--- src/intc_flags_pkg.sv ---
// Shared constants and types for the interrupt control and request flag block.
package intc_flags_pkg;

  // Register byte offsets on the AXI4-Lite bus.
  localparam int unsigned AXI_ADDR_W   = 8;
  localparam logic [7:0]  OFS_CTL_ONE  = 8'h00;
  localparam logic [7:0]  OFS_CTL_TWO  = 8'h04;
  localparam logic [7:0]  OFS_FLAGS_0  = 8'h08;
  localparam logic [7:0]  OFS_FLAGS_1  = 8'h0c;
  localparam logic [7:0]  OFS_PRIORITY = 8'h10;

  // Field positions in the first control register.
  localparam int unsigned NEST_DIS_BIT  = 15;
  localparam int unsigned DIV_ZERO_BIT  = 6;
  localparam int unsigned DMA_TRAP_BIT  = 5;
  localparam int unsigned ARITH_BIT     = 4;
  localparam int unsigned ADDR_TRAP_BIT = 3;
  localparam int unsigned STACK_BIT     = 2;
  localparam int unsigned OSC_LOSS_BIT  = 1;

  // Field positions in the second control register.
  localparam int unsigned ALT_VEC_BIT = 15;
  localparam int unsigned HOLD_BIT    = 14;

  // Positions of the external request flags.
  localparam int unsigned EXT0_FLAG_BIT = 0;
  localparam int unsigned EXT1_FLAG_BIT = 4;
  localparam int unsigned EXT2_FLAG_BIT = 13;

  // Implemented bits; everything else reads as zero.
  localparam logic [15:0] CTL_ONE_MASK   = 16'h807e;
  localparam logic [15:0] CTL_TWO_WMASK  = 16'h801f;
  localparam logic [15:0] FLAGS_0_MASK   = 16'h7fff;
  localparam logic [15:0] FLAGS_1_MASK   = 16'hfffb;
  localparam logic [15:0] FLAGS_0_PERIPH = 16'h7ffe;
  localparam logic [15:0] FLAGS_1_PERIPH = 16'hdfeb;

  // Values after reset.
  localparam logic [15:0] RST_HALF = 16'h0000;
  localparam logic [2:0]  RST_IPL  = 3'h0;
  localparam logic [4:0]  RST_EXT  = 5'h00;

  // AXI response codes.
  localparam logic [1:0] RESP_OKAY   = 2'h0;
  localparam logic [1:0] RESP_SLVERR = 2'h2;

  // One-cycle trap events from the core, with the divide cause.
  typedef struct packed {
    logic div_zero;
    logic dma_fault;
    logic arith;
    logic addr_fault;
    logic stack_fault;
    logic osc_loss;
  } trap_evt_t;

  // Priority level load from the core on interrupt entry and return.
  typedef struct packed {
    logic       load;
    logic [2:0] level;
  } ipl_load_t;

endpackage : intc_flags_pkg

--- src/intc_flags.sv ---
// Interrupt control registers and request flags behind an AXI4-Lite slave.
//
// Notes on behaviour
// Nest disable bit stops interrupt nesting.
// Divide cause bit shows divide-by-zero math trap.
// DMA fault trap sets its status bit.
// Arithmetic trap sets its status bit.
// Address fault trap sets its status bit.
// Stack fault trap sets its status bit.
// Oscillator loss trap sets its status bit.
// Unimplemented bits always read as zero.
// Alternate vector bit selects alternate table.
// Hold bit reads one while hold active.
// Polarity bit one selects falling edge.
// Request flags are readable and writable.
// Flag register zero upper byte source map.
// Flag register zero lower byte source map.
// Flag register one upper byte source map.
// Flag register one lower byte source map.
// All implemented bits reset to zero.
// Hardware sets flags, software clears them.
// Priority level frozen to software while nesting disabled.
// External flag set clock after selected edge.
module intc_flags
  import intc_flags_pkg::*;
(
  input  wire logic                  REF_CLK,
  input  wire logic                  SRST,
  input  wire logic [AXI_ADDR_W-1:0] S_AXI_AWADDR,
  input  wire logic                  S_AXI_AWVALID,
  output logic                       S_AXI_AWREADY,
  input  wire logic [31:0]           S_AXI_WDATA,
  input  wire logic [3:0]            S_AXI_WSTRB,
  input  wire logic                  S_AXI_WVALID,
  output logic                       S_AXI_WREADY,
  output logic [1:0]                 S_AXI_BRESP,
  output logic                       S_AXI_BVALID,
  input  wire logic                  S_AXI_BREADY,
  input  wire logic [AXI_ADDR_W-1:0] S_AXI_ARADDR,
  input  wire logic                  S_AXI_ARVALID,
  output logic                       S_AXI_ARREADY,
  output logic [31:0]                S_AXI_RDATA,
  output logic [1:0]                 S_AXI_RRESP,
  output logic                       S_AXI_RVALID,
  input  wire logic                  S_AXI_RREADY,
  input  wire trap_evt_t             TRAP_EVENT,
  input  wire logic                  HOLD_ACTIVE,
  input  wire ipl_load_t             CORE_IPL,
  input  wire logic [4:0]            EXT_INT,
  input  wire logic [15:0]           PERIPH_REQ_ZERO,
  input  wire logic [15:0]           PERIPH_REQ_ONE,
  output logic                       NEST_DISABLE,
  output logic                       ALT_VECTOR_SELECT,
  output logic [4:0]                 EXT_EDGE,
  output logic [2:0]                 CPU_PRIORITY_LEVEL,
  output logic [15:0]                REQUEST_FLAGS_ZERO,
  output logic [15:0]                REQUEST_FLAGS_ONE
);

  // Word match of a bus address against a register offset.
  function automatic logic hit(input logic [AXI_ADDR_W-1:0] addr, input logic [7:0] ofs);
    hit = (addr[AXI_ADDR_W-1:2] == ofs[AXI_ADDR_W-1:2]);
  endfunction : hit

  // Byte-lane merge of a write into a 16-bit register.
  function automatic logic [15:0] merge(input logic [15:0] old, input logic [15:0] data,
                                        input logic [15:0] lanes);
    merge = (old & ~lanes) | (data & lanes);
  endfunction : merge

  logic                  aw_full_reg;
  logic                  aw_full_next;
  logic [AXI_ADDR_W-1:0] aw_addr_reg;
  logic                  w_full_reg;
  logic                  w_full_next;
  logic [15:0]           w_data_reg;
  logic [15:0]           w_lanes_reg;
  logic                  bvalid_reg;
  logic                  bvalid_next;
  logic [1:0]            bresp_reg;
  logic                  rvalid_reg;
  logic                  rvalid_next;
  logic [31:0]           rdata_reg;
  logic [1:0]            rresp_reg;
  logic [15:0]           ctl_one_reg;
  logic [15:0]           ctl_one_next;
  logic [15:0]           ctl_two_reg;
  logic [15:0]           ctl_two_next;
  logic [15:0]           flags_0_reg;
  logic [15:0]           flags_0_next;
  logic [15:0]           flags_1_reg;
  logic [15:0]           flags_1_next;
  logic [2:0]            ipl_reg;
  logic [2:0]            ipl_next;
  logic [4:0]            ext_prev_reg;
  logic [4:0]            edge_reg;

  // Channel handshakes and the write strobe.
  wire aw_take  = S_AXI_AWVALID & S_AXI_AWREADY;
  wire w_take   = S_AXI_WVALID & S_AXI_WREADY;
  wire ar_take  = S_AXI_ARVALID & S_AXI_ARREADY;
  wire do_write = aw_full_reg & w_full_reg & ~bvalid_reg;

  // Write address decode.
  wire wr_ctl_one  = do_write & hit(aw_addr_reg, OFS_CTL_ONE);
  wire wr_ctl_two  = do_write & hit(aw_addr_reg, OFS_CTL_TWO);
  wire wr_flags_0  = do_write & hit(aw_addr_reg, OFS_FLAGS_0);
  wire wr_flags_1  = do_write & hit(aw_addr_reg, OFS_FLAGS_1);
  wire wr_priority = do_write & hit(aw_addr_reg, OFS_PRIORITY);
  wire wr_mapped   = wr_ctl_one | wr_ctl_two | wr_flags_0 | wr_flags_1 | wr_priority;

  // Read address decode.
  wire rd_ctl_one  = hit(S_AXI_ARADDR, OFS_CTL_ONE);
  wire rd_ctl_two  = hit(S_AXI_ARADDR, OFS_CTL_TWO);
  wire rd_flags_0  = hit(S_AXI_ARADDR, OFS_FLAGS_0);
  wire rd_flags_1  = hit(S_AXI_ARADDR, OFS_FLAGS_1);
  wire rd_priority = hit(S_AXI_ARADDR, OFS_PRIORITY);
  wire rd_mapped   = rd_ctl_one | rd_ctl_two | rd_flags_0 | rd_flags_1 | rd_priority;

  // Read value; the hold bit is the live core status, other unused bits are zero.
  wire [15:0] ctl_two_view = ctl_two_reg | (16'(HOLD_ACTIVE) << HOLD_BIT);
  wire [15:0] rd_value =
      ({16{rd_ctl_one}}  & ctl_one_reg)
    | ({16{rd_ctl_two}}  & ctl_two_view)
    | ({16{rd_flags_0}}  & flags_0_reg)
    | ({16{rd_flags_1}}  & flags_1_reg)
    | ({16{rd_priority}} & {13'h0000, ipl_reg});

  // One-deep holding of write address and data, taken in either order.
  assign S_AXI_AWREADY = ~aw_full_reg;
  assign S_AXI_WREADY  = ~w_full_reg;
  assign S_AXI_ARREADY = ~rvalid_reg;
  assign aw_full_next  = do_write ? 1'b0 : (aw_full_reg | aw_take);
  assign w_full_next   = do_write ? 1'b0 : (w_full_reg | w_take);
  assign bvalid_next   = do_write | (bvalid_reg & ~S_AXI_BREADY);
  assign rvalid_next   = ar_take | (rvalid_reg & ~S_AXI_RREADY);

  // Bus channel registers.
  always_ff @(posedge REF_CLK)
  begin
    if (SRST)
    begin
      aw_full_reg <= 1'b0;
      w_full_reg  <= 1'b0;
      bvalid_reg  <= 1'b0;
      rvalid_reg  <= 1'b0;
    end
    else
    begin
      aw_full_reg <= aw_full_next;
      w_full_reg  <= w_full_next;
      bvalid_reg  <= bvalid_next;
      rvalid_reg  <= rvalid_next;
    end
  end

  // Payload registers; they load on a handshake, the write response on the write strobe.
  always_ff @(posedge REF_CLK)
  begin
    if (SRST)
    begin
      aw_addr_reg <= '0;
      w_data_reg  <= RST_HALF;
      w_lanes_reg <= RST_HALF;
      bresp_reg   <= RESP_OKAY;
      rdata_reg   <= 32'h0000_0000;
      rresp_reg   <= RESP_OKAY;
    end
    else
    begin
      if (aw_take)
        aw_addr_reg <= S_AXI_AWADDR;
      if (w_take)
      begin
        w_data_reg  <= S_AXI_WDATA[15:0];
        w_lanes_reg <= {{8{S_AXI_WSTRB[1]}}, {8{S_AXI_WSTRB[0]}}};
      end
      if (do_write)
        bresp_reg <= wr_mapped ? RESP_OKAY : RESP_SLVERR;
      if (ar_take)
      begin
        rdata_reg <= {16'h0000, rd_value};
        rresp_reg <= rd_mapped ? RESP_OKAY : RESP_SLVERR;
      end
    end
  end

  assign S_AXI_BVALID = bvalid_reg;
  assign S_AXI_BRESP  = bresp_reg;
  assign S_AXI_RVALID = rvalid_reg;
  assign S_AXI_RDATA  = rdata_reg;
  assign S_AXI_RRESP  = rresp_reg;

  // Trap events as a set vector; the divide cause is loaded, not accumulated.
  wire [15:0] trap_set = {9'h000, 1'b0, TRAP_EVENT.dma_fault, TRAP_EVENT.arith,
                          TRAP_EVENT.addr_fault, TRAP_EVENT.stack_fault,
                          TRAP_EVENT.osc_loss, 1'b0};
  wire [15:0] ctl_one_sw = wr_ctl_one ? merge(ctl_one_reg, w_data_reg, w_lanes_reg)
                                      : ctl_one_reg;
  wire        div_cause  = TRAP_EVENT.arith ? TRAP_EVENT.div_zero
                                            : ctl_one_sw[DIV_ZERO_BIT];

  // Hardware trap events win over a software clear in the same cycle.
  always_comb
  begin
    ctl_one_next               = (ctl_one_sw | trap_set) & CTL_ONE_MASK;
    ctl_one_next[DIV_ZERO_BIT] = div_cause;
  end

  // Second control register keeps only its writable fields.
  assign ctl_two_next = wr_ctl_two ? (merge(ctl_two_reg, w_data_reg, w_lanes_reg)
                                      & CTL_TWO_WMASK) : ctl_two_reg;

  // Edge detect with selectable polarity per external input.
  wire [4:0] ext_pol  = ctl_two_reg[4:0];
  wire [4:0] edge_det = (ext_pol & ext_prev_reg & ~EXT_INT)
                      | (~ext_pol & ~ext_prev_reg & EXT_INT);

  // Source map of both flag registers; external inputs join through edges.
  wire [15:0] set_0 = (PERIPH_REQ_ZERO & FLAGS_0_PERIPH)
                    | (16'(edge_det[0]) << EXT0_FLAG_BIT);
  wire [15:0] set_1 = (PERIPH_REQ_ONE & FLAGS_1_PERIPH)
                    | (16'(edge_det[1]) << EXT1_FLAG_BIT)
                    | (16'(edge_det[2]) << EXT2_FLAG_BIT);

  // Software write first, then the hardware set, so a set is never lost.
  assign flags_0_next = ((wr_flags_0 ? merge(flags_0_reg, w_data_reg, w_lanes_reg)
                                     : flags_0_reg) | set_0) & FLAGS_0_MASK;
  assign flags_1_next = ((wr_flags_1 ? merge(flags_1_reg, w_data_reg, w_lanes_reg)
                                     : flags_1_reg) | set_1) & FLAGS_1_MASK;

  // Core loads always land; software writes only while nesting is allowed.
  always_comb
  begin
    ipl_next = ipl_reg;
    if (CORE_IPL.load)
      ipl_next = CORE_IPL.level;
    else if (wr_priority && w_lanes_reg[0] && !ctl_one_reg[NEST_DIS_BIT])
      ipl_next = w_data_reg[2:0];
  end

  // Control, status and flag registers.
  always_ff @(posedge REF_CLK)
  begin
    if (SRST)
    begin
      ctl_one_reg  <= RST_HALF;
      ctl_two_reg  <= RST_HALF;
      flags_0_reg  <= RST_HALF;
      flags_1_reg  <= RST_HALF;
      ipl_reg      <= RST_IPL;
      ext_prev_reg <= EXT_INT; // Tracks the lines so a high input gives no edge at release.
      edge_reg     <= RST_EXT;
    end
    else
    begin
      ctl_one_reg  <= ctl_one_next;
      ctl_two_reg  <= ctl_two_next;
      flags_0_reg  <= flags_0_next;
      flags_1_reg  <= flags_1_next;
      ipl_reg      <= ipl_next;
      ext_prev_reg <= EXT_INT;
      edge_reg     <= edge_det;
    end
  end

  // Controls toward the core and dispatch logic.
  assign NEST_DISABLE       = ctl_one_reg[NEST_DIS_BIT];
  assign ALT_VECTOR_SELECT  = ctl_two_reg[ALT_VEC_BIT];
  assign EXT_EDGE           = edge_reg;
  assign CPU_PRIORITY_LEVEL = ipl_reg;
  assign REQUEST_FLAGS_ZERO = flags_0_reg;
  assign REQUEST_FLAGS_ONE  = flags_1_reg;
endmodule : intc_flags

--- config.mk ---
export PLATFORM = sky130hd
export DESIGN_NAME = intc_flags
export DESIGN_NICKNAME = d
export VERILOG_FILES = /design/src/intc_flags_pkg.sv /design/src/intc_flags.sv
export SDC_FILE = /design/constraint.sdc
export NUM_CORES = 1
export LEC_CHECK = 0
export ABC_AREA = 0
export BUFFER_PORTS_ARGS = -buffer_cell sky130_fd_sc_hd__buf_2
export CAP_MARGIN = 20
export CORE_UTILIZATION = 43
export CTS_CLUSTER_DIAMETER = 40
export DETAILED_ROUTE_END_ITERATION = 12
export GPL_ROUTABILITY_DRIVEN = 0
export HOLD_SLACK_MARGIN = 0.02
export PLACE_DENSITY = 0.76
export SLEW_MARGIN = 0
export SYNTH_ARGS = -nofsm -noshare
export SYNTH_HDL_FRONTEND = slang
export SYNTH_SLANG_ARGS = --single-unit
--- constraint.sdc ---
create_clock -name REF_CLK -period 1.79 [get_ports REF_CLK]
set_input_delay 0.358 -clock REF_CLK [delete_from_list [all_inputs] [get_ports REF_CLK]]
set_output_delay 0.358 -clock REF_CLK [all_outputs]
set_load 0.005 [all_outputs]
; ---- Word-level counts from Yosys, hierarchy flattened
; Index checks and enable logic that the tools add are counted.
[totals]
ff_bits = 123
input_bits = 107
out_inout_bits = 83
elab_cells = 106
[op_classes]
n_eq_ne = 8
muxes = 8
n_bitwise = 64
reduce_logical = 7
[op_table]
columns = op, count
row1 = 16-bit bitwise OR, 8
row2 = 16-bit AND, 7
row3 = 16-bit two-way mux, 2
row4 = 15-bit bitwise OR, 2
row5 = 6-bit by 2-bit equality test with 1-bit output (second input constant), 4
row6 = 5-bit AND, 4
row7 = 16-bit by 15-bit AND with 16-bit output, 1
row8 = 16-bit by 3-bit AND with 16-bit output, 1
row9 = 16-bit NOT, 1
row10 = 16-bit by 14-bit bitwise OR with 16-bit output, 1
row11 = 16-bit by 15-bit bitwise OR with 16-bit output, 1
row12 = 16-bit by 5-bit bitwise OR with 16-bit output, 1
row13 = 16-bit by 6-bit bitwise OR with 16-bit output, 1
row14 = 15-bit AND, 1
row15 = 15-bit two-way mux, 1
row16 = 5-bit NOT, 3
row17 = 15-bit by 1-bit bitwise OR with 15-bit output, 1
row18 = 1-bit AND, 12
row19 = 6-bit by 1-bit equality test with 1-bit output (second input constant), 2
row20 = 6-bit by 3-bit equality test with 1-bit output (second input constant), 2
row21 = 6-bit zero test, 2
row22 = 1-bit bitwise OR, 12
row23 = 3-bit two-way mux, 2
row24 = 1-bit NOT, 6
row25 = other kinds (7), 9

; ---- Longest topological paths before layout
; Gate-level depths: netlist of run 1.
[depth]
word_depth = 8
depth_mapped = 6
ltp_nobuf = 4

; ---- Least setup slack after synthesis of run 1
; OpenSTA, ideal clock, no wires.
[synth_timing]
path_type = register to register
startpoint = reg aw_addr_reg[7]
endpoint = reg flags_0_reg[0] (netlist: REQUEST_FLAGS_ZERO[0])
t_arrival_ns = 1.733
required_time_ns = 1.661
setup_slack_ns = -0.072
stages_incl_launch_ff = 7
path_buffers = 2
synth_period_minus_slack_ns = 1.862
cell_sequence = dfxtp_1 or4_4 buf_6 or4_4 buf_6 nand2_1 a31oi_1
[synth_between]
elab_chain_len = 4
[synth_rtl]
columns = item, line
row1 = from (decl), intc_flags.sv:73  ; logic [AXI_ADDR_W-1:0] aw_addr_reg;
row2 = from (signal assigned), intc_flags.sv:162  ; aw_addr_reg <= '0;
row3 = from (signal assigned), intc_flags.sv:172  ; aw_addr_reg <= S_AXI_AWADDR;
row4 = 6-bit by 2-bit equality test with 1-bit output, intc_flags.sv:62  ; hit = (addr[AXI_ADDR_W-1:2] == ofs[AXI_ADDR_W-1:2]);
row5 = 1-bit AND, intc_flags.sv:107  ; wire wr_flags_0 = do_write & hit(aw_addr_reg, OFS_FLAGS_0);
row6 = 15-bit two-way mux, intc_flags.sv:227  ; assign flags_0_next = ((wr_flags_0 ? merge(flags_0_reg, w_data_reg, w_lanes_reg)
row7 = 15-bit bitwise OR, intc_flags.sv:228  ; : flags_0_reg) | set_0) & FLAGS_0_MASK;
row8 = to (signal assigned), intc_flags.sv:259  ; flags_0_reg <= flags_0_next;
row9 = to (decl), intc_flags.sv:89  ; logic [15:0] flags_0_reg;
; Every way passes these cells.
; A chain may end at the register's enable or synchronous reset.

; ---- Worst setup path after layout of run 1
[layout_timing]
startpoint = reg aw_addr_reg[5]
endpoint = reg flags_1_reg[14] (netlist: REQUEST_FLAGS_ONE[14])
[layout_between]
elab_chain_len = 4
[layout_rtl]
columns = item, line
row1 = 6-bit by 2-bit equality test with 1-bit output, intc_flags.sv:62
row2 = 1-bit AND, intc_flags.sv:108  ; wire wr_flags_1 = do_write & hit(aw_addr_reg, OFS_FLAGS_1);
row3 = 16-bit two-way mux, intc_flags.sv:229  ; assign flags_1_next = ((wr_flags_1 ? merge(flags_1_reg, w_data_reg, w_lanes_reg)
row4 = 16-bit bitwise OR, intc_flags.sv:230  ; : flags_1_reg) | set_1) & FLAGS_1_MASK;
row5 = to (signal assigned), intc_flags.sv:260  ; flags_1_reg <= flags_1_next;
row6 = to (decl), intc_flags.sv:91  ; logic [15:0] flags_1_reg;
; Every way passes these cells.

==> impl_metrics.toml, run 1 <==
[yosys]
ys_types = 45
synth_seq_cells = 102
synth_area_leaders = "dfxtp_1 46%, nor2_1 5.5%, nand2_1 5.3%"
syn_inst = 501
async_reset_ff_share_pct = 0
yosysMostFrequentCell = "dfxtp_1"
syn_avg_cell_area_um2 = 8.78
synth_edf_count = 0
synthFlopType = "dfxtp_1"
synth_warnings = 0
synth.largest_area_cell = "dfxtp_1"
yosys-top-cells-count = "102 x dfxtp_1, 64 x nor2_1, 62 x nand2_1"
synth-seq-area-share_pct = 46.4
yosys.area.top_type_share_pct = 46.4
synth.cell_area_um2 = 4400

[power_and_ir_drop]
leakage_nw = 2.52
internal-power_mw = 3.37
ir_drop_v = 0.000360
combPwrFrac_pct = 14.6
power_frac_seq_pct = 54.2
power.switching_mw = 1.25
switching_share_pct = 27.1
p_per_area_nw_per_um2 = 815
total_power_mw = 4.63
power_frac_clock_pct = 31.2

[floorplanning]
die_y_um = 103
core-area_um2 = 9860
die_x_um = 103
die_area_um2 = 10600
rows = 36
start_util_pct = 44.6
ioPinCount = 190

[worst_setup_path]
critical-path-top-delay-family = "simple AND/OR/NAND/NOR gates"
crit_chain = "or4_4, buf_12, nor3_4, buf_12, nor3_1, a211oi_1"
reg2regPathDepth = 6
r2r_slack_ns = -0.05
path_depth = 6
cpMostUsedCell = "buf_12"
crit_fanout = 15
required_ns = 2.08
rr_startpoint = "aw_addr_reg[5]"
cp-start-kind = "register"
slowest_delay_ns = 0.62
path_buf_inv = 2
crit_path_end_kind = "register"
cp.arrival_ns = 2.13
cp_slowest_cell = "or4_4"
critical_path_class = "register to register"
startpoint = "aw_addr_reg[5]"
r2r_end = "REQUEST_FLAGS_ONE[14]"
crit_end = "REQUEST_FLAGS_ONE[14]"

[layout]
nets = 767
area_delta_synth_final_pct = 29.1
fin_cells = 798
drive_gt1_share_pct = 35.3
n_antenna_cell = 0
final_cell_area_um2 = 5680

[grt]
grt_use_met3_pct = 4.14
grt_pass1_vias = 3963
grt_use_total_pct = 23.1
grt_pass1_wl_um = 18900
gr-max-usage-layer = "met2"
antenna_found_initial = 0
grt.met1_usage_pct = 29.9
use_met2_pct = 37.4
grt-ovfl-total = 0
grt_max_degree = 48

[detailed_routing]
antenna_left = 0
detail_route.wl_per_cell_um = 15.5
post-route-drc-count = 0
wl_um = 12400
first_pass_iters = 5
first_iter_violations = 201
via_per_inst = 5.26
vias = 4199

[clocking]
htreeDepth = 3
clockRootBuffer = "clkbuf_8"
clk-insertion-delay-late_ns = 0.37
cts_buffer_depth = 2
cts_tree = "yes"
clkSinkCount = 102
cts_made_buffers = 9
cts.clk_slew.worst_paths_ns = 0.10

[sta]
min_period_ns = 1.84
rsz0062_at_grt = "yes"
setup_viol = 13
tightest_slew_ns = 0.583
fin_tns_setup_ns = -0.419
setup_ws_ns = -0.0546
fin_skew_ns = 0.0140
fin_crit_sh_pct = 103
slew_headroom_pct = 61.0
whs_ns = 0.113
slew_violations = 0
hold_viol_final = 0
clock.fmax_ghz = 0.542

[worst_hold_path]
hp-class = "input port to register"
hp-start = "EXT_INT[2]"

[placed_design]
place_area_um2 = 5340
dp_hpwl_um = 9390
place_inst = 778
portBuffers = 142

[status]
status = "finished with violations"
violations = "setup timing"

[job]
drv_cap = 0
layer usage:
layer | routed length, um | up-vias
met5 | 0 | -
met4 | 423 | 0
met3 | 674 | 37
met2 | 5910 | 160
met1 | 5390 | 1960
li1 | - | 2042
cells in the final DEF, fill, tap and decap left out, drive strengths merged, types with 2 or more instances in the layout:
| master | netlist | final |
|---|---|---|
| inv | 7 | 7 |
| nand4b | 2 | 2 |
| nand2b | 5 | 5 |
| conb | 1 | 20 |
| nor3 | 41 | 41 |
| o21ai | 2 | 2 |
| nor2b | 6 | 6 |
| buf | 31 | 180 |
| nor2 | 64 | 64 |
| nor4 | 2 | 2 |
| a221oi | 5 | 5 |
| a22o | 5 | 5 |
| a211oi | 18 | 18 |
| clkbuf | 19 | 11 |
| or3 | 2 | 2 |
| or4 | 3 | 3 |
| a22oi | 11 | 11 |
| a31oi | 8 | 8 |
| nor3b | 8 | 8 |
| nand2 | 62 | 62 |
| nor4b | 2 | 2 |
| and3 | 2 | 2 |
| nand3b | 2 | 2 |
| a311oi | 2 | 2 |
| clkinv | 0 | 3 |
| a41oi | 3 | 3 |
| dfxtp | 102 | 102 |
| a21oi | 45 | 45 |
| mux2i | 20 | 20 |
| mux2 | 13 | 13 |
worst min path at each step:
stage                      end  slack [ns]  cells past startpoint
2_1_floorplan  ext_prev_reg[0]        0.39                      0
3_3_place_gp    ctl_one_reg[3]        0.44                      2
3_5_place_dp    ctl_one_reg[5]        0.45                      2
4_1_cts        ext_prev_reg[2]        0.10                      1
5_1_grt        ext_prev_reg[0]        0.09                      1
6_report       ext_prev_reg[2]        0.11                      1
metrics by stage:
stage,util (%),setup slack [ns]
6_report,57.6,-0.0546
5_1_grt,57.6,-0.145
4_1_cts,56.3,-0.0530
3_5_place_dp,54.1,-0.0631
3_3_place_gp,54.1,0.0122
2_1_floorplan,-,-0.0459
power by group through the flow:
stage	Clock, mW	Sequential (mW)	Combinational [mW]
2_1_floorplan	0	2.53	0.385
3_3_place_gp	0	2.55	0.629
3_5_place_dp	0	2.55	0.647
4_1_cts	1.46	2.50	0.655
5_1_grt	1.56	2.53	0.749
6_report	1.44	2.51	0.674
timing repair:
action,in CTS,in global routing
pin swaps,6,17
hold buffers,0,0
resized for setup,2,26
setup endpoints to repair,21,40
buffers inserted,2,2
gates cloned,0,0
logic make-up (layout without fill, tap and decap cells):
kind of cell | Yosys count | in the layout | synth area share, %
compound gates | 102 | 102 | 15.0
buf+inv | 58 | 203 | 7.74
flops | 102 | 102 | 46.4
mux | 33 | 33 | 7.88
other cells | 1 | 20 | 0.0853
simple gates | 205 | 205 | 22.9
final cells by class:
type	instances	area, um2
clock buffers	11	131
clock inverters	5	60.1
repair buffers	180	1060
inverters	7	26.3
well taps	133	166
multi-input cells	360	2190
flip-flops and latches	102	2040
fillers	887	4190
Note: power is estimated with default switching activity, not from simulation.
==> inputs of run 2 (changes only) <==
--- a/config.mk
+++ b/config.mk
@@ -5,15 +5,15 @@
 export SDC_FILE = /design/constraint.sdc
 export NUM_CORES = 1
 export LEC_CHECK = 0
-export ABC_AREA = 0
+export ABC_AREA = 1
 export BUFFER_PORTS_ARGS = -buffer_cell sky130_fd_sc_hd__buf_2
 export CAP_MARGIN = 20
-export CORE_UTILIZATION = 43
+export CORE_UTILIZATION = 45
 export CTS_CLUSTER_DIAMETER = 40
 export DETAILED_ROUTE_END_ITERATION = 12
 export GPL_ROUTABILITY_DRIVEN = 0
 export HOLD_SLACK_MARGIN = 0.02
-export PLACE_DENSITY = 0.76
+export PLACE_DENSITY = 0.77
 export SLEW_MARGIN = 0
 export SYNTH_ARGS = -nofsm -noshare
 export SYNTH_HDL_FRONTEND = slang
==> run 2 against run 1 <==
The flow now finishes without violations. Clock power up 30%. Largest power group unchanged. Sequential power is 2% higher. Combinational power grew 24%. Wire length up 16%. Die area is 10% higher. Critical path type unchanged. Synthesized area rose by 16%. Sequential cell count stayed put. Sequential share of layout area decreased by 2.9 points. Worst hold slack better by 0.025 ns. Register-to-register slack better by 0.30 ns. Count of clock-buffer cells in the layout up 1.
==> impl_metrics.toml, run 2 <==
[status]
status = "finished clean"

[floorplanning]
core-area_um2 = 10900
rows = 38
die_y_um = 108
die_area_um2 = 11700
ioPinCount = 190
start_util_pct = 46.6
die_x_um = 108

[power_and_ir_drop]
p_per_area_nw_per_um2 = 851
ir_drop_v = 0.000426
leakage_nw = 3.24
power_frac_clock_pct = 35.7
power.switching_mw = 1.43
internal-power_mw = 3.82
power_frac_seq_pct = 48.5
switching_share_pct = 27.2
combPwrFrac_pct = 15.9
total_power_mw = 5.25

[yosys]
synth.cell_area_um2 = 5090
ys_types = 26
syn_avg_cell_area_um2 = 6.80
yosys-top-cells-count = "165 x nand2_1, 102 x dfxtp_1, 100 x nor2_1"
synthFlopType = "dfxtp_1"
async_reset_ff_share_pct = 0
yosysMostFrequentCell = "nand2_1"
yosys.area.top_type_share_pct = 40.1
synth_warnings = 0
synth-seq-area-share_pct = 40.1
synth.largest_area_cell = "dfxtp_1"
syn_inst = 749
synth_seq_cells = 102
synth_area_leaders = "dfxtp_1 40%, nand2_1 12%, nor2_1 7.4%"
synth_edf_count = 0

[worst_setup_path]
critical_path_class = "register to register"
crit_fanout = 5
r2r_slack_ns = 0.25
crit_chain = "nor2_1, nand3_1, nor2_1, nand2_1, nand3b_1, nand2_1, inv_1"
cp-start-kind = "register"
slowest_delay_ns = 0.36
cp_slowest_cell = "nor2_1"
required_ns = 2.07
crit_path_end_kind = "register"
cp.arrival_ns = 1.82

[clocking]
cts_made_buffers = 9
clk-insertion-delay-late_ns = 0.34
clockRootBuffer = "clkbuf_16"
htreeDepth = 3
cts_buffer_depth = 2
clkSinkCount = 102
cts_tree = "yes"
cts.clk_slew.worst_paths_ns = 0.06
post_cts_buffers = 0

[detailed_routing]
vias = 5155
via_per_inst = 5.00
first_iter_violations = 387
wl_um = 14400
first_pass_iters = 7
post-route-drc-count = 0
antenna_left = 0
detail_route.wl_per_cell_um = 14.0

[sta]
min_period_ns = 1.54
slew_headroom_pct = 55.4
fin_skew_ns = 0.00749
fin_crit_sh_pct = 86.1
slew_violations = 0
tightest_slew_ns = 0.668
clock.fmax_ghz = 0.649
whs_ns = 0.138
setup_ws_ns = 0.249
hold_viol_final = 0
fin_tns_setup_ns = 0
setup_viol = 0
rsz0062_at_grt = "no"

[layout]
fin_cells = 1031
final_common_cell = "nand2_1"
utilization_pct = 56.5
area_delta_synth_final_pct = 21.3
nets = 995
fillers = 1110
final_cell_mix = "165 x nand2_1, 142 x buf_2, 102 x dfxtp_1"
n_antenna_cell = 0
final_cell_area_um2 = 6180
drive_gt1_share_pct = 21.9

[placed_design]
dp_hpwl_um = 10700
place_inst = 1017
pre_cts_ws_ns = 0.210
portBuffers = 142
place_area_um2 = 5900

[grt]
grt_pass1_vias = 4574
grt_pass1_wl_um = 22600
grt_max_degree = 36
antenna_found_initial = 0
grt.met1_usage_pct = 34.0
grt_use_total_pct = 25.1
use_met2_pct = 39.8
grt_use_met3_pct = 5.73
gr-max-usage-layer = "met2"
grt-ovfl-total = 0

[worst_hold_path]
hp-class = "input port to register"

[job]
drv_cap = 0
-- run 2: cell count changes in the layout (fill, tap and decap cells not counted), moves of 25 or more --
cell,change
nand2_1,+106
nand3b_1,+32
nor2_1,+35
o21ai_0,+63
inv_1,+83
nor3_1,-25
nand3_1,+43
-- run 2: layout make-up --
cell class                 instances  area (um2)  area share [%]
multi-input combinational        517        2460            39.9
sequential                       102        2040            33.1
timing repair buffer             160         858            13.9
inverter                          98         368            5.96
clock buffer                      12         236            3.83
tap                              140         175            2.84
clock inverter                     2        35.0           0.567
-- run 2: path summary, 6_finish.rpt --
kind                        from               to  depth (start not counted)
setup / recovery  aw_addr_reg[4]   ctl_one_reg[1]                          7
hold / removal        EXT_INT[2]  ext_prev_reg[2]                          1
setup reg to reg  aw_addr_reg[4]   ctl_one_reg[1]                          7
hold reg to reg   S_AXI_BRESP[1]   S_AXI_BRESP[1]                          2
-- run 2: cell families after synthesis --
| group | count (synthesis) | share of synthesized area, % |
|---|---|---|
| DFF | 102 | 40.1 |
| AOI/OAI and AO/OA | 119 | 11.8 |
| other | 1 | 0.0736 |
| and+or+nand+nor | 378 | 35.0 |
| buffers and inverters | 149 | 13.0 |
-- run 2: metal layers --
layer	wire [um]	vias up	part of all wire [%]
li1	-	2619	-
met4	230	0	1.6
met5	0	-	0
met2	6560	221	46
met1	6470	2299	45
met3	1140	16	7.9
-- run 2: timing repair --
item,CTS,global route
gates resized for setup,0,1
hold buffers,0,0
endpoints found under the setup margin,0,7
-- run 2: critical path, delay by kind of cell (launching register included) --
kind | cells | cell delay (ns)
DFF | 1 | 0.33
buffers and inverters | 1 | 0.06
and+or+nand+nor | 6 | 1.11
-- run 2: power by group through the flow --
stage,clock (mW),sequential (mW),combinational [mW]
after global routing,2.00,2.56,0.943
final,1.87,2.55,0.833
after global placement,0,2.59,0.808
after floorplan,0,2.57,0.519
after CTS,1.91,2.54,0.827
after detailed placement,0,2.59,0.819
==> inputs of run 3 (changes only) <==
--- a/config.mk
+++ b/config.mk
@@ -6,14 +6,14 @@
 export NUM_CORES = 1
 export LEC_CHECK = 0
 export ABC_AREA = 1
-export BUFFER_PORTS_ARGS = -buffer_cell sky130_fd_sc_hd__buf_2
 export CAP_MARGIN = 20
-export CORE_UTILIZATION = 45
+export CORE_UTILIZATION = 50
 export CTS_CLUSTER_DIAMETER = 40
 export DETAILED_ROUTE_END_ITERATION = 12
+export DONT_BUFFER_PORTS = 1
 export GPL_ROUTABILITY_DRIVEN = 0
 export HOLD_SLACK_MARGIN = 0.02
-export PLACE_DENSITY = 0.77
+export PLACE_DENSITY = 0.68
 export SLEW_MARGIN = 0
 export SYNTH_ARGS = -nofsm -noshare
 export SYNTH_HDL_FRONTEND = slang
==> run 3 against run 2 <==
Non-clock buffer count down 138. Count of clock-buffer cells in the layout unchanged. Clock power down 27%. Die area down 9.8%. Core utilization down 1.1 points. Via count down 7.7%. Power down 13%. Fmax down 3.5%. Combinational power down 22%. Global-route usage up 2.2 points. Final area down 12%. Worst setup slack worse by 0.056 ns.
==> impl_metrics.toml, run 3 (same netlist as run 2, synthesis figures left out) <==
[status]
status = "finished clean"

[layout]
area_delta_synth_final_pct = 6.81
utilization_pct = 55.4
regArea_um2 = 2040
final_cell_mix = "165 x nand2_1, 102 x dfxtp_1, 98 x nor2_1"
fin_cells = 892
final_common_cell = "nand2_1"
fillers = 1008
nets = 857
drive_gt1_share_pct = 7.29
multi_input_area_um2 = 2470

[detailed_routing]
detail_route.wl_per_cell_um = 16.1
via_per_inst = 5.33
wl_um = 14400
first_pass_iters = 8
wl_met3_um = 1550
vias = 4756
wirelength_met1_um = 6170
top_layer_used = "met5"
routed-wl-met2_um = 6410
post-route-drc-count = 0
first_iter_violations = 461
antenna_left = 0

[clocking]
cts.clk_slew.worst_paths_ns = 0.10
htreeDepth = 3
clkSinkCount = 102
post_cts_buffers = 0
cts_buffer_depth = 2
clockRootBuffer = "clkbuf_8"
cts_tree = "yes"
cts_made_buffers = 9
clk-insertion-delay-late_ns = 0.38

[grt]
grt_pass1_wl_um = 21800
grt_max_degree = 81
antenna_found_initial = 5
grt_pass1_vias = 4360
grt-ovfl-total = 0
grt_use_total_pct = 27.3

[worst_setup_path]
cp_slowest_cell = "dfxtp_1"
cpMostUsedCell = "nand2_1"
critical_path_class = "register to register"
critical-path-top-delay-family = "simple AND/OR/NAND/NOR gates"
cp.arrival_ns = 1.88
crit_path_end_kind = "register"
slowest_delay_ns = 0.33
path_buf_inv = 1
crit_chain = "nor2_2, nand2_1, nor2_2, nand2_2, nand2_1, nand3b_1, nand2_1, inv_1"
cp-start-kind = "register"
required_ns = 2.07
crit_fanout = 15

[power_and_ir_drop]
ir_drop_v = 0.000456
total_power_mw = 4.59
p_per_area_nw_per_um2 = 843
leakage_nw = 2.60

[floorplanning]
core-area_um2 = 9820
start_util_pct = 51.9
die_area_um2 = 10600
die_y_um = 103
die_x_um = 103
ioPinCount = 190
rows = 36

[sta]
hold_viol_final = 0
clock.fmax_ghz = 0.626
slew_violations = 0
fin_crit_sh_pct = 89.2
tightest_slew_ns = 0.504
rsz0062_at_grt = "no"
fin_skew_ns = 0.0148
setup_ws_ns = 0.193
setup_viol = 0
min_period_ns = 1.60
slew_headroom_pct = 66.3

[placed_design]
portBuffers = 0
place_inst = 866
dp_hpwl_um = 10600
pre_cts_ws_ns = -0.0951

[worst_hold_path]
hp-class = "input port to register"

[job]
drv_cap = 0
## run 3: cell types whose count changed in the layout (fill, tap and decap cells not counted), sizes merged
cell / before / now
diode: 0 / 5
dlygate4sd3: 0 / 6
clkinvlp: 0 / 2
bufinv: 1 / 0
buf: 160 / 16
## run 3: final timing paths
check	endpoint	slack, ns	cells past startpoint	start
setup / recovery	REQUEST_FLAGS_ZERO[11]	0.19	8	aw_addr_reg[7]
hold / removal	EXT_EDGE[0]	0.05	1	SRST
setup reg to reg	REQUEST_FLAGS_ZERO[11]	0.19	8	aw_addr_reg[7]
hold reg to reg	aw_addr_reg[6]	0.48	2	aw_addr_reg[6]
## run 3: layout make-up
class,instances,area share [%]
multi-input combinational,517,45.4
sequential,102,37.5
inverter,98,6.76
timing repair buffer,22,3.77
tap,133,3.06
clock buffer,12,2.85
clock inverter,3,0.368
antenna,5,0.230
## run 3: power breakdown
group | internal, mW | switching, mW | leakage (nW)
registers | 2.42 | 0.153 | 0.846
clock network | 0.573 | 0.792 | 0.0845
logic | 0.229 | 0.417 | 1.67
total | 3.22 | 1.36 | 2.60
## run 3: what timing repair did
| item | CTS | global route |
|---|---|---|
| endpoints found under the hold margin | 5 | 1 |
| gates resized for setup | 1 | 2 |
| hold buffers | 5 | 1 |
| endpoints found under the setup margin | 6 | 23 |
## run 3: layer usage
| layer | vias up | GRT usage (%) |
|---|---|---|
| li1 | 2341 | - |
| met5 | - | 0 |
| met3 | 24 | 7.93 |
| met1 | 2141 | 36.7 |
| met4 | 2 | 8.45 |
| met2 | 248 | 42.3 |
## run 3: through the flow
stage	area, um2	TNS (ns)	hold WS, ns
floorplan	5160	0	0.386
global placement	5180	0	0.386
detailed placement	5180	-0.284	0.386
CTS	5410	0	0.0276
global route	5430	0	0.0247
finish	5440	0	0.0473
